## config.mk

```make
export PLATFORM = sky130hd
export DESIGN_NAME = bcc_charger_flat
export DESIGN_NICKNAME = d
export VERILOG_FILES = /design/src/rtl/bcc_pkg.sv /design/src/rtl/bcc_link_if.sv /design/src/rtl/bcc_charger.sv /design/src/flat_wrapper.sv
export SDC_FILE = /design/constraint.sdc
export NUM_CORES = 1
export LEC_CHECK = 0
export ABC_AREA = 0
export BUFFER_PORTS_ARGS = -buffer_cell sky130_fd_sc_hd__buf_2
export CAP_MARGIN = 20
export CORE_MARGIN = 5
export CORE_UTILIZATION = 50
export DETAILED_ROUTE_END_ITERATION = 12
export GPL_TIMING_DRIVEN = 0
export HOLD_SLACK_MARGIN = 0.03
export PLACE_DENSITY_LB_ADDON = 0.25
export SYNTH_ARGS = -nofsm -noshare
export SYNTH_HDL_FRONTEND = slang
export SYNTH_SLANG_ARGS = --single-unit
```

## constraint.sdc

```tcl
create_clock -name mclk_i -period 2.4 [get_ports mclk_i]
set_clock_uncertainty 0.1 [all_clocks]
set_input_delay 0.12 -clock mclk_i [delete_from_list [all_inputs] [get_ports mclk_i]]
set_output_delay 0.12 -clock mclk_i [all_outputs]
set_load 0.01 [all_outputs]
```

## src/rtl/bcc_pkg.sv

```systemverilog
// Package with constants, encodings and register layout for the charger control pair
//
// Notes on behaviour
// - Both inputs valid: adapter is the source
// - Adapter absent, USB valid: USB is source
// - USB defaults 100 mA; host may pick 500
// - Host disables charger, or only USB charging
// - USB charging starts after delay; host may veto
// - Adapter overvoltage inhibits adapter charging
// - Charging starts alone above undervoltage lockout
// - Out-of-range temperature: switch off, freeze timers
// - Normal temperature resumes with frozen timer values
// - Phases: conditioning, constant current, constant voltage
// - Battery low at power-up enters preconditioning
// - Preconditioning current is one tenth setting
// - Precharge timer expiry: charger off, fault set
// - During fault apply only detection current
// - Fault cleared by reset, replacement, host clear
// - Low current ends charge; timer is backup
// - Terminated charge restarts below recharge threshold
// - No input present puts charger to sleep
// - Taper timer ends charge; host enables fast and taper timers
package bcc_pkg;

    ////////////////////////////////////////////////////////////////////////////
    // Timing at 100 MHz
    localparam int unsigned CLK_MHZ = 100;
    // Our own choices, kept short so a full timeout fits a short run
    localparam int unsigned USB_DELAY_US = 50;
    localparam int unsigned PRECHG_TIME_US = 100;
    localparam int unsigned FAST_TIME_US = 300;
    localparam int unsigned TAPER_TIME_US = 100;
    localparam int unsigned USB_DELAY_CYC = USB_DELAY_US * CLK_MHZ;
    localparam int unsigned PRECHG_CYC = PRECHG_TIME_US * CLK_MHZ;
    localparam int unsigned FAST_CYC = FAST_TIME_US * CLK_MHZ;
    localparam int unsigned TAPER_CYC = TAPER_TIME_US * CLK_MHZ;
    localparam int unsigned TMR_W = 24;

    ////////////////////////////////////////////////////////////////////////////
    // Current command codes, in tenths of the programmed setting
    localparam logic [3:0] CUR_OFF = 4'h0;
    localparam logic [3:0] CUR_DETECT = 4'h1;
    localparam logic [3:0] CUR_TENTH = 4'h1;
    localparam logic [3:0] CUR_FULL = 4'ha;
    // Detection current flagged separately from the tenth step
    localparam logic SRC_NONE = 1'b0;

    ////////////////////////////////////////////////////////////////////////////
    // Source selection
    typedef enum logic [1:0] {
        BCC_SRC_NONE = 2'h0,
        BCC_SRC_AC = 2'h1,
        BCC_SRC_USB = 2'h2
    } bcc_src_t;

    // Charge phases, Gray coded along the usual path
    typedef enum logic [2:0] {
        BCC_SLEEP = 3'h0,
        BCC_PRECOND = 3'h1,
        BCC_CC = 3'h3,
        BCC_CV = 3'h2,
        BCC_DONE = 3'h6,
        BCC_FAULT = 3'h7,
        BCC_WAIT = 3'h4
    } bcc_phase_t;

    ////////////////////////////////////////////////////////////////////////////
    // Host register map (APB, byte addresses)
    localparam logic [7:0] ADDR_CONFIG = 8'h00;
    localparam logic [7:0] ADDR_STATUS = 8'h04;
    localparam logic [7:0] ADDR_CMD = 8'h08;

    // charger_config_reg fields
    localparam int unsigned CFG_USB500 = 0;
    localparam int unsigned CFG_USB_DIS = 1;
    localparam int unsigned CFG_TMR_EN = 5;
    localparam int unsigned CFG_CHG_DIS = 6;
    localparam int unsigned CFG_W = 7;
    localparam logic [CFG_W-1:0] CFG_RESET = 7'h00;

    // charger_status_reg fields
    localparam int unsigned ST_PHASE_LO = 0;
    localparam int unsigned ST_SRC_LO = 3;
    localparam int unsigned ST_FAULT = 5;
    localparam int unsigned ST_THERM = 6;
    localparam int unsigned ST_W = 7;

    // Command register bit: writing one clears the fault
    localparam int unsigned CMD_CLR_FAULT = 0;

endpackage

```

## src/rtl/bcc_link_if.sv

```systemverilog
// Interface joining the charger control device and its host-side controller
`timescale 1ns/1ps
`default_nettype none
interface bcc_link_if;
    import bcc_pkg::*;
    logic [CFG_W-1:0] config_bits;
    logic clear_fault;
    logic [ST_W-1:0] status_bits;

    modport device (
        input config_bits,
        input clear_fault,
        output status_bits
    );
    modport host (
        output config_bits,
        output clear_fault,
        input status_bits
    );
endinterface
`default_nettype wire

```

## src/rtl/bcc_charger.sv

```systemverilog
// Charger control device: source selection, charge phases, timers, fault
`timescale 1ns/1ps
`default_nettype none
module bcc_charger (
    // Clock, reset, enable
    input wire logic mclk_i,
    input wire logic rst_n_i,
    input wire logic ce_i,
    // Host link
    bcc_link_if.device link,
    // Analog comparator indications (asynchronous)
    input wire logic ac_valid_i,
    input wire logic usb_valid_i,
    input wire logic ac_ovp_i,
    input wire logic batt_low_i,
    input wire logic batt_rch_i,
    input wire logic therm_cold_i,
    input wire logic therm_hot_i,
    input wire logic i_below_term_i,
    input wire logic i_below_taper_i,
    input wire logic batt_replaced_i,
    // Power stage commands
    output logic pass_on_o,
    output logic [3:0] current_o,
    output logic detect_cur_o,
    output logic usb_500_o,
    output bcc_pkg::bcc_src_t src_o,
    output logic sleep_o
);
    import bcc_pkg::*;

    localparam int NSYNC = 10;

    typedef struct packed {
        logic [NSYNC-1:0] s1;
        logic [NSYNC-1:0] s2;
        bcc_phase_t phase;
        bcc_src_t src;
        logic [TMR_W-1:0] usb_tmr;
        logic [TMR_W-1:0] pre_tmr;
        logic [TMR_W-1:0] fast_tmr;
        logic [TMR_W-1:0] taper_tmr;
        logic fault;
        logic booted;
        logic pass_on;
        logic [3:0] current;
        logic detect;
        logic usb500;
        logic sleep;
        logic [ST_W-1:0] status;
    } bcc_dev_t;

    bcc_dev_t q, d;

    function automatic logic tmr_hit(input logic [TMR_W-1:0] t, input int unsigned lim);
        tmr_hit = t >= TMR_W'(lim - 1);
    endfunction

    logic ac_v, usb_v, ovp, blow, brch, cold, hot, iterm, itaper, brepl;
    assign {ac_v, usb_v, ovp, blow, brch, cold, hot, iterm, itaper, brepl} = q.s2;

    ////////////////////////////////////////////////////////////////////////////
    always_comb begin
        logic ac_ok, usb_ok, usb_ready, therm_bad, tmr_en, running;
        d = q;
        d.s1 = {ac_valid_i, usb_valid_i, ac_ovp_i, batt_low_i, batt_rch_i,
                therm_cold_i, therm_hot_i, i_below_term_i, i_below_taper_i,
                batt_replaced_i};
        d.s2 = q.s1;
        ac_ok = ac_v && !ovp;
        usb_ok = usb_v && !link.config_bits[CFG_USB_DIS];
        therm_bad = cold || hot;
        tmr_en = link.config_bits[CFG_TMR_EN];
        // USB start delay; host may veto during it
        if (!usb_ok || ac_ok) begin
            d.usb_tmr = '0;
        end else if (!tmr_hit(q.usb_tmr, USB_DELAY_CYC)) begin
            d.usb_tmr = q.usb_tmr + TMR_W'(1);
        end
        usb_ready = usb_ok && tmr_hit(q.usb_tmr, USB_DELAY_CYC);
        if (ac_ok) begin
            d.src = BCC_SRC_AC;
        end else if (usb_ready) begin
            d.src = BCC_SRC_USB;
        end else begin
            d.src = BCC_SRC_NONE;
        end
        d.usb500 = link.config_bits[CFG_USB500];
        // Fault clear: host, replacement
        if (link.clear_fault || brepl) begin
            d.fault = 1'b0;
        end
        running = d.src != BCC_SRC_NONE && !link.config_bits[CFG_CHG_DIS];
        d.sleep = !(ac_v || usb_v);
        if (!running) begin
            d.phase = d.sleep ? BCC_SLEEP : BCC_WAIT;
            d.pre_tmr = '0;
            d.fast_tmr = '0;
            d.taper_tmr = '0;
        end else if (therm_bad) begin
            // Timers hold their value while suspended
            d.phase = q.phase;
        end else begin
            unique case (q.phase)
                BCC_SLEEP, BCC_WAIT: begin
                    // Battery low sampled at start of charging
                    d.phase = d.fault ? BCC_FAULT : (blow ? BCC_PRECOND : BCC_CC);
                    d.pre_tmr = '0;
                end
                BCC_PRECOND: begin
                    if (!blow) begin
                        d.phase = BCC_CC;
                    end else if (tmr_hit(q.pre_tmr, PRECHG_CYC)) begin
                        d.phase = BCC_FAULT;
                        d.fault = 1'b1;
                    end else begin
                        d.pre_tmr = q.pre_tmr + TMR_W'(1);
                    end
                end
                BCC_CC, BCC_CV: begin
                    if (q.phase == BCC_CC && itaper) begin
                        d.phase = BCC_CV;
                    end
                    if (iterm) begin
                        d.phase = BCC_DONE;
                    end else if (tmr_en && tmr_hit(q.fast_tmr, FAST_CYC)) begin
                        d.phase = BCC_FAULT;
                        d.fault = 1'b1;
                    end else if (tmr_en) begin
                        d.fast_tmr = q.fast_tmr + TMR_W'(1);
                    end
                    if (q.phase == BCC_CV && tmr_en && itaper) begin
                        if (tmr_hit(q.taper_tmr, TAPER_CYC)) begin
                            d.phase = BCC_DONE;
                        end else begin
                            d.taper_tmr = q.taper_tmr + TMR_W'(1);
                        end
                    end else if (q.phase == BCC_CV) begin
                        d.taper_tmr = '0;
                    end
                end
                BCC_DONE: begin
                    d.fast_tmr = '0;
                    d.taper_tmr = '0;
                    if (brch) begin
                        d.phase = BCC_CC;
                    end
                end
                BCC_FAULT: begin
                    if (!d.fault) begin
                        d.phase = BCC_WAIT;
                    end
                end
                default: d.phase = BCC_WAIT;
            endcase
        end
        // Output commands follow the registered phase
        d.detect = d.phase == BCC_FAULT;
        d.pass_on = !therm_bad && (d.phase == BCC_PRECOND || d.phase == BCC_CC
                    || d.phase == BCC_CV || d.detect);
        if (!d.pass_on || d.detect) begin
            d.current = CUR_OFF;
        end else if (d.phase == BCC_PRECOND) begin
            d.current = CUR_TENTH;
        end else begin
            d.current = CUR_FULL;
        end
        d.status = '0;
        d.status[ST_PHASE_LO +: 3] = d.phase;
        d.status[ST_SRC_LO +: 2] = d.src;
        d.status[ST_FAULT] = d.fault;
        d.status[ST_THERM] = therm_bad;
    end

    always_ff @(posedge mclk_i or negedge rst_n_i) begin
        if (!rst_n_i) begin
            q <= '0;
        end else if (ce_i) begin
            q <= d;
        end
    end

    assign pass_on_o = q.pass_on;
    assign current_o = q.current;
    assign detect_cur_o = q.detect;
    assign usb_500_o = q.usb500;
    assign src_o = q.src;
    assign sleep_o = q.sleep;
    assign link.status_bits = q.status;
endmodule
`default_nettype wire

```

## src/flat_wrapper.sv

```systemverilog
// flat-port wrapper written by rule: the top's interface ports become plain ports
module bcc_charger_flat import bcc_pkg::*;
  (mclk_i, rst_n_i, ce_i, ac_valid_i, usb_valid_i, ac_ovp_i, batt_low_i, batt_rch_i, therm_cold_i, therm_hot_i, i_below_term_i, i_below_taper_i, batt_replaced_i, pass_on_o, current_o, detect_cur_o, usb_500_o, src_o, sleep_o, link_config_bits, link_clear_fault, link_status_bits);
  bcc_link_if link_i ();
  input wire logic mclk_i;
  input wire logic rst_n_i;
  input wire logic ce_i;
  input wire logic ac_valid_i;
  input wire logic usb_valid_i;
  input wire logic ac_ovp_i;
  input wire logic batt_low_i;
  input wire logic batt_rch_i;
  input wire logic therm_cold_i;
  input wire logic therm_hot_i;
  input wire logic i_below_term_i;
  input wire logic i_below_taper_i;
  input wire logic batt_replaced_i;
  output logic pass_on_o;
  output logic [3:0] current_o;
  output logic detect_cur_o;
  output logic usb_500_o;
  output bcc_pkg::bcc_src_t src_o;
  output logic sleep_o;
  input wire logic [$bits(link_i.config_bits)-1:0] link_config_bits;
  input wire logic [$bits(link_i.clear_fault)-1:0] link_clear_fault;
  output wire logic [$bits(link_i.status_bits)-1:0] link_status_bits;
  assign link_i.config_bits = link_config_bits;
  assign link_i.clear_fault = link_clear_fault;
  assign link_status_bits = link_i.status_bits;
  bcc_charger u_core (.mclk_i(mclk_i), .rst_n_i(rst_n_i), .ce_i(ce_i), .link(link_i), .ac_valid_i(ac_valid_i), .usb_valid_i(usb_valid_i), .ac_ovp_i(ac_ovp_i), .batt_low_i(batt_low_i), .batt_rch_i(batt_rch_i), .therm_cold_i(therm_cold_i), .therm_hot_i(therm_hot_i), .i_below_term_i(i_below_term_i), .i_below_taper_i(i_below_taper_i), .batt_replaced_i(batt_replaced_i), .pass_on_o(pass_on_o), .current_o(current_o), .detect_cur_o(detect_cur_o), .usb_500_o(usb_500_o), .src_o(src_o), .sleep_o(sleep_o));
endmodule
```

==> key figures <==
Synthesis
  • Synth area leader: dfrtp_1
  • Unique masters post-synth: 63
  • Post-synth top cells: dfrtp_1 (129), nor2_1 (67), o21ai_0 (46), nand2_1 (45), a21oi_1 (37)
  • Synth Area in Adders: 0.782%
  • Cells after synthesis: 664
  • Synthesized cell area: 0.00640 sq mm
  • Syn avg cell area: 9.64 sq um
  • Top-area cell type share of the netlist area: 50.4%
  • Register area share after synthesis: 50.4%
  • Mux share of post-synthesis cell area: 3.87%
  • Most frequent cell after synthesis: dfrtp_1
  • Synthesis-stage register bit count: 129
  • Post-synthesis compound-gate area fraction: 18.1%
  • EDFF count, synth: 0
  • Synthesized net count: 689
  • Top post-synthesis cells by area: dfrtp_1 (50%), nor2_1 (3.9%), mux2_2 (3.9%)
  • FFs w/ async S/R, synth: 100%
  • Post-Synth Simple-Gate Area: 20.9%
  • Ys Warns: 0
  • Largest family of logic cells by synthesized area: simple AND/OR/NAND/NOR gates
  • Primary FF master, synth: dfrtp_1
  • XOR/XNOR Fraction of Synth Area: 1.50%

Power and ir drop
  • PD cells: 669 mW/mm^2
  • Design Power: 0.00573 W
  • Peak VDD IR: 0.555 mV
  • Leak Pwr: 3.77 nW

Floorplan
  • Initial core utilization: 50.9%
  • Die area: 0.0152 sq mm
  • Chip height: 123 microns
  • Core area: 0.0126 sq mm
  • Row count: 41
  • I/O pin count: 38
  • Die W: 123 microns

Placed design
  • Gp weighted congestion: 0.953
  • HPWL after DPL: 10200 microns
  • I/O Buffers: 33
  • Placement Setup Slack: -412 ps

Critical path
  • WS Path Type: reg -> reg
  • Worst r2r src: u_core.q[89]
  • Slowest-stage cell, CP: or4_4
  • Crit path DAT: 2810 ps
  • CP Capture Type: register
  • Most used cell, CP: o21ai_4
  • CP required: 2650 ps
  • CP startpoint kind: register
  • CP max stage delay: 530 ps
  • Critical path cell sequence: ha_2, a211o_1, o311a_4, o21ai_4, a21o_4, o21ai_4, or4_4, a21oi_2
  • Crit path from: u_core.q[89]
  • Worst Path Max Fanout: 5

Drt
  • DRC viols: 0
  • Mean number of vias per cell: 5.94
  • Length of routed met2 wiring: 8220 microns
  • Pre-Repair DR Iteration Count: 5
  • Via count: 5667
  • WL met3: 892 microns
  • Initial detailed-routing violation count: 613
  • Number of antenna-violating nets in the routed design: 0
  • Routed len/inst: 17.5 microns
  • Routed length on met1: 7250 microns
  • DRT Wirelength: 16700 microns
  • Highest metal layer with signal wires: met4

CTS
  • Num CTS Buffers: 17
  • Root Buffer: clkbuf_16
  • Clock buffer depth: 2
  • Number of H-tree levels: 4
  • Clk_lat worst skew: 420 ps
  • Clk sinks: 129
  • TritonCTS clock tree: built
  • Clock Pin Slew Worst Setup and Hold Paths: 50 ps

Finish
  • Layout Nets: 794
  • Syn-to-layout area delta: 33.8%
  • Number of diodes: 0
  • # fillers: 894
  • Layout cells sized above 1: 30.8%

STA
  • Tcrit/Tclk final: 107%
  • Fmax achieved: 390 MHz
  • RSZ-0062 raised after global routing: yes
  • Worst slew pin tran: 667 ps
  • Final hold violations: 0
  • Setup violators final: 72
  • Final setup margin: -164 ps
  • Min Tclk post-route: 2560 ps
  • Max Slew Vio Count: 0
  • Relative slew slack: 55.0%

Global routing
  • Overall Global Routing Usage: 22.3%
  • Aggregate global routing overflow: 0
  • Vias in the first global route: 5474
  • Initial antenna violation count: 0
  • Pin count of the biggest net entering global routing: 73
  • Global-route wire length before repair: 26800 microns

Min path
  • Worst Hold Class: in -> async

Run status
  • Failing checks: negative setup slack
  • Status: complete, but fails checks

Job
  • Maxcap violations: 0
placed cells by master (no fill, tap or decap), types with 21 or more instances in the layout:
master   instances
and3_1          23
buf_4           44
dfrtp_1        129
buf_2           33
a31oi_1         21
o21ai_0         21
mux2_2          21
nand3_1         24
nand2_1         45
nor2_1          62
worst max-delay path, delay by kind of cell, from the launching register on:
family / cells / cell delay (ps)
AND/OR/NAND/NOR: 1 / 530
AO/OA/AOI/OAI: 6 / 1280
adder cells (fa/ha/maj): 1 / 190
flip-flops: 1 / 380
registers in the layout, indices dropped and copies added, names as in the netlist, 2 cells and up:
name and flops:
u_core.current_o 2, u_core.d 10, u_core.link.status_bits 5, u_core.q 99
cell families after synthesis:
kind of cell,after synthesis
simple gates,261
buf+inv,56
compound gates,180
other cells,1
xor+xnor,11
mux,22
fa+ha+maj,4
flops,129
worst paths after layout:
check / endpoint / slack [ps] / depth (start not counted)
max in group asynchronous: u_core.q[28] / 1350 / 3
worst min register to register: u_core.link.status_bits[6] / 390 / 1
worst min-delay path: u_core.q[73] / 130 / 2
worst max-delay path: u_core.q[38] / -160 / 8
min in group mclk_i: u_core.q[79] / 130 / 4
worst max register to register: u_core.q[38] / -160 / 8
what timing repair did:
action                                  in CTS  in global routing
pin swaps                                   29                 33
setup buffers                               21                 15
hold buffers                                13                  0
endpoints found under the setup margin      87                 91
cloned                                       3                  1
endpoints found under the hold margin       69                  0
resized for setup                           83                 83
layer usage:
layer / vias to the layer above / GRT usage [%]
li1: 2631 / -
met2: 205 / 35.9
met4: 0 / 7.96
met3: 30 / 3.98
met5: - / 0
met1: 2801 / 30.5
cell type report:
cell class              instances  area, sq um  area share [%]
multi-input cells             480         3450            40.3
inverters                      15         56.3           0.657
plain buffers                  40          309            3.61
flip-flops and latches        129         3230            37.7
clock inverters                 8          149            1.74
repair buffers                 86          653            7.63
well taps                     172          215            2.51
clock buffers                  24          502            5.86
per-stage QoR:
stage / util, % / hold WS [ps] / area [sq um] / TNS (ps) / std cells
2_1_floorplan: - / -276 / 6460 / -212 / 664
3_3_place_gp: 54.4 / 252 / 6840 / -88230 / 869
4_1_cts: 64.9 / 72.5 / 8160 / -11970 / 939
6_report: 68.1 / 127 / 8560 / -5060 / 954
3_5_place_dp: 54.7 / 25.2 / 6880 / -23980 / 870
5_1_grt: 68.1 / 145 / 8560 / -12300 / 954
power by group:
group	switching (W)	total (W)	internal (W)
clock	0.000919	0.00280	0.00188
sequential	0.0000782	0.00232	0.00224
combinational	0.000341	0.000616	0.000275
(Power assumes the default switching activity.)
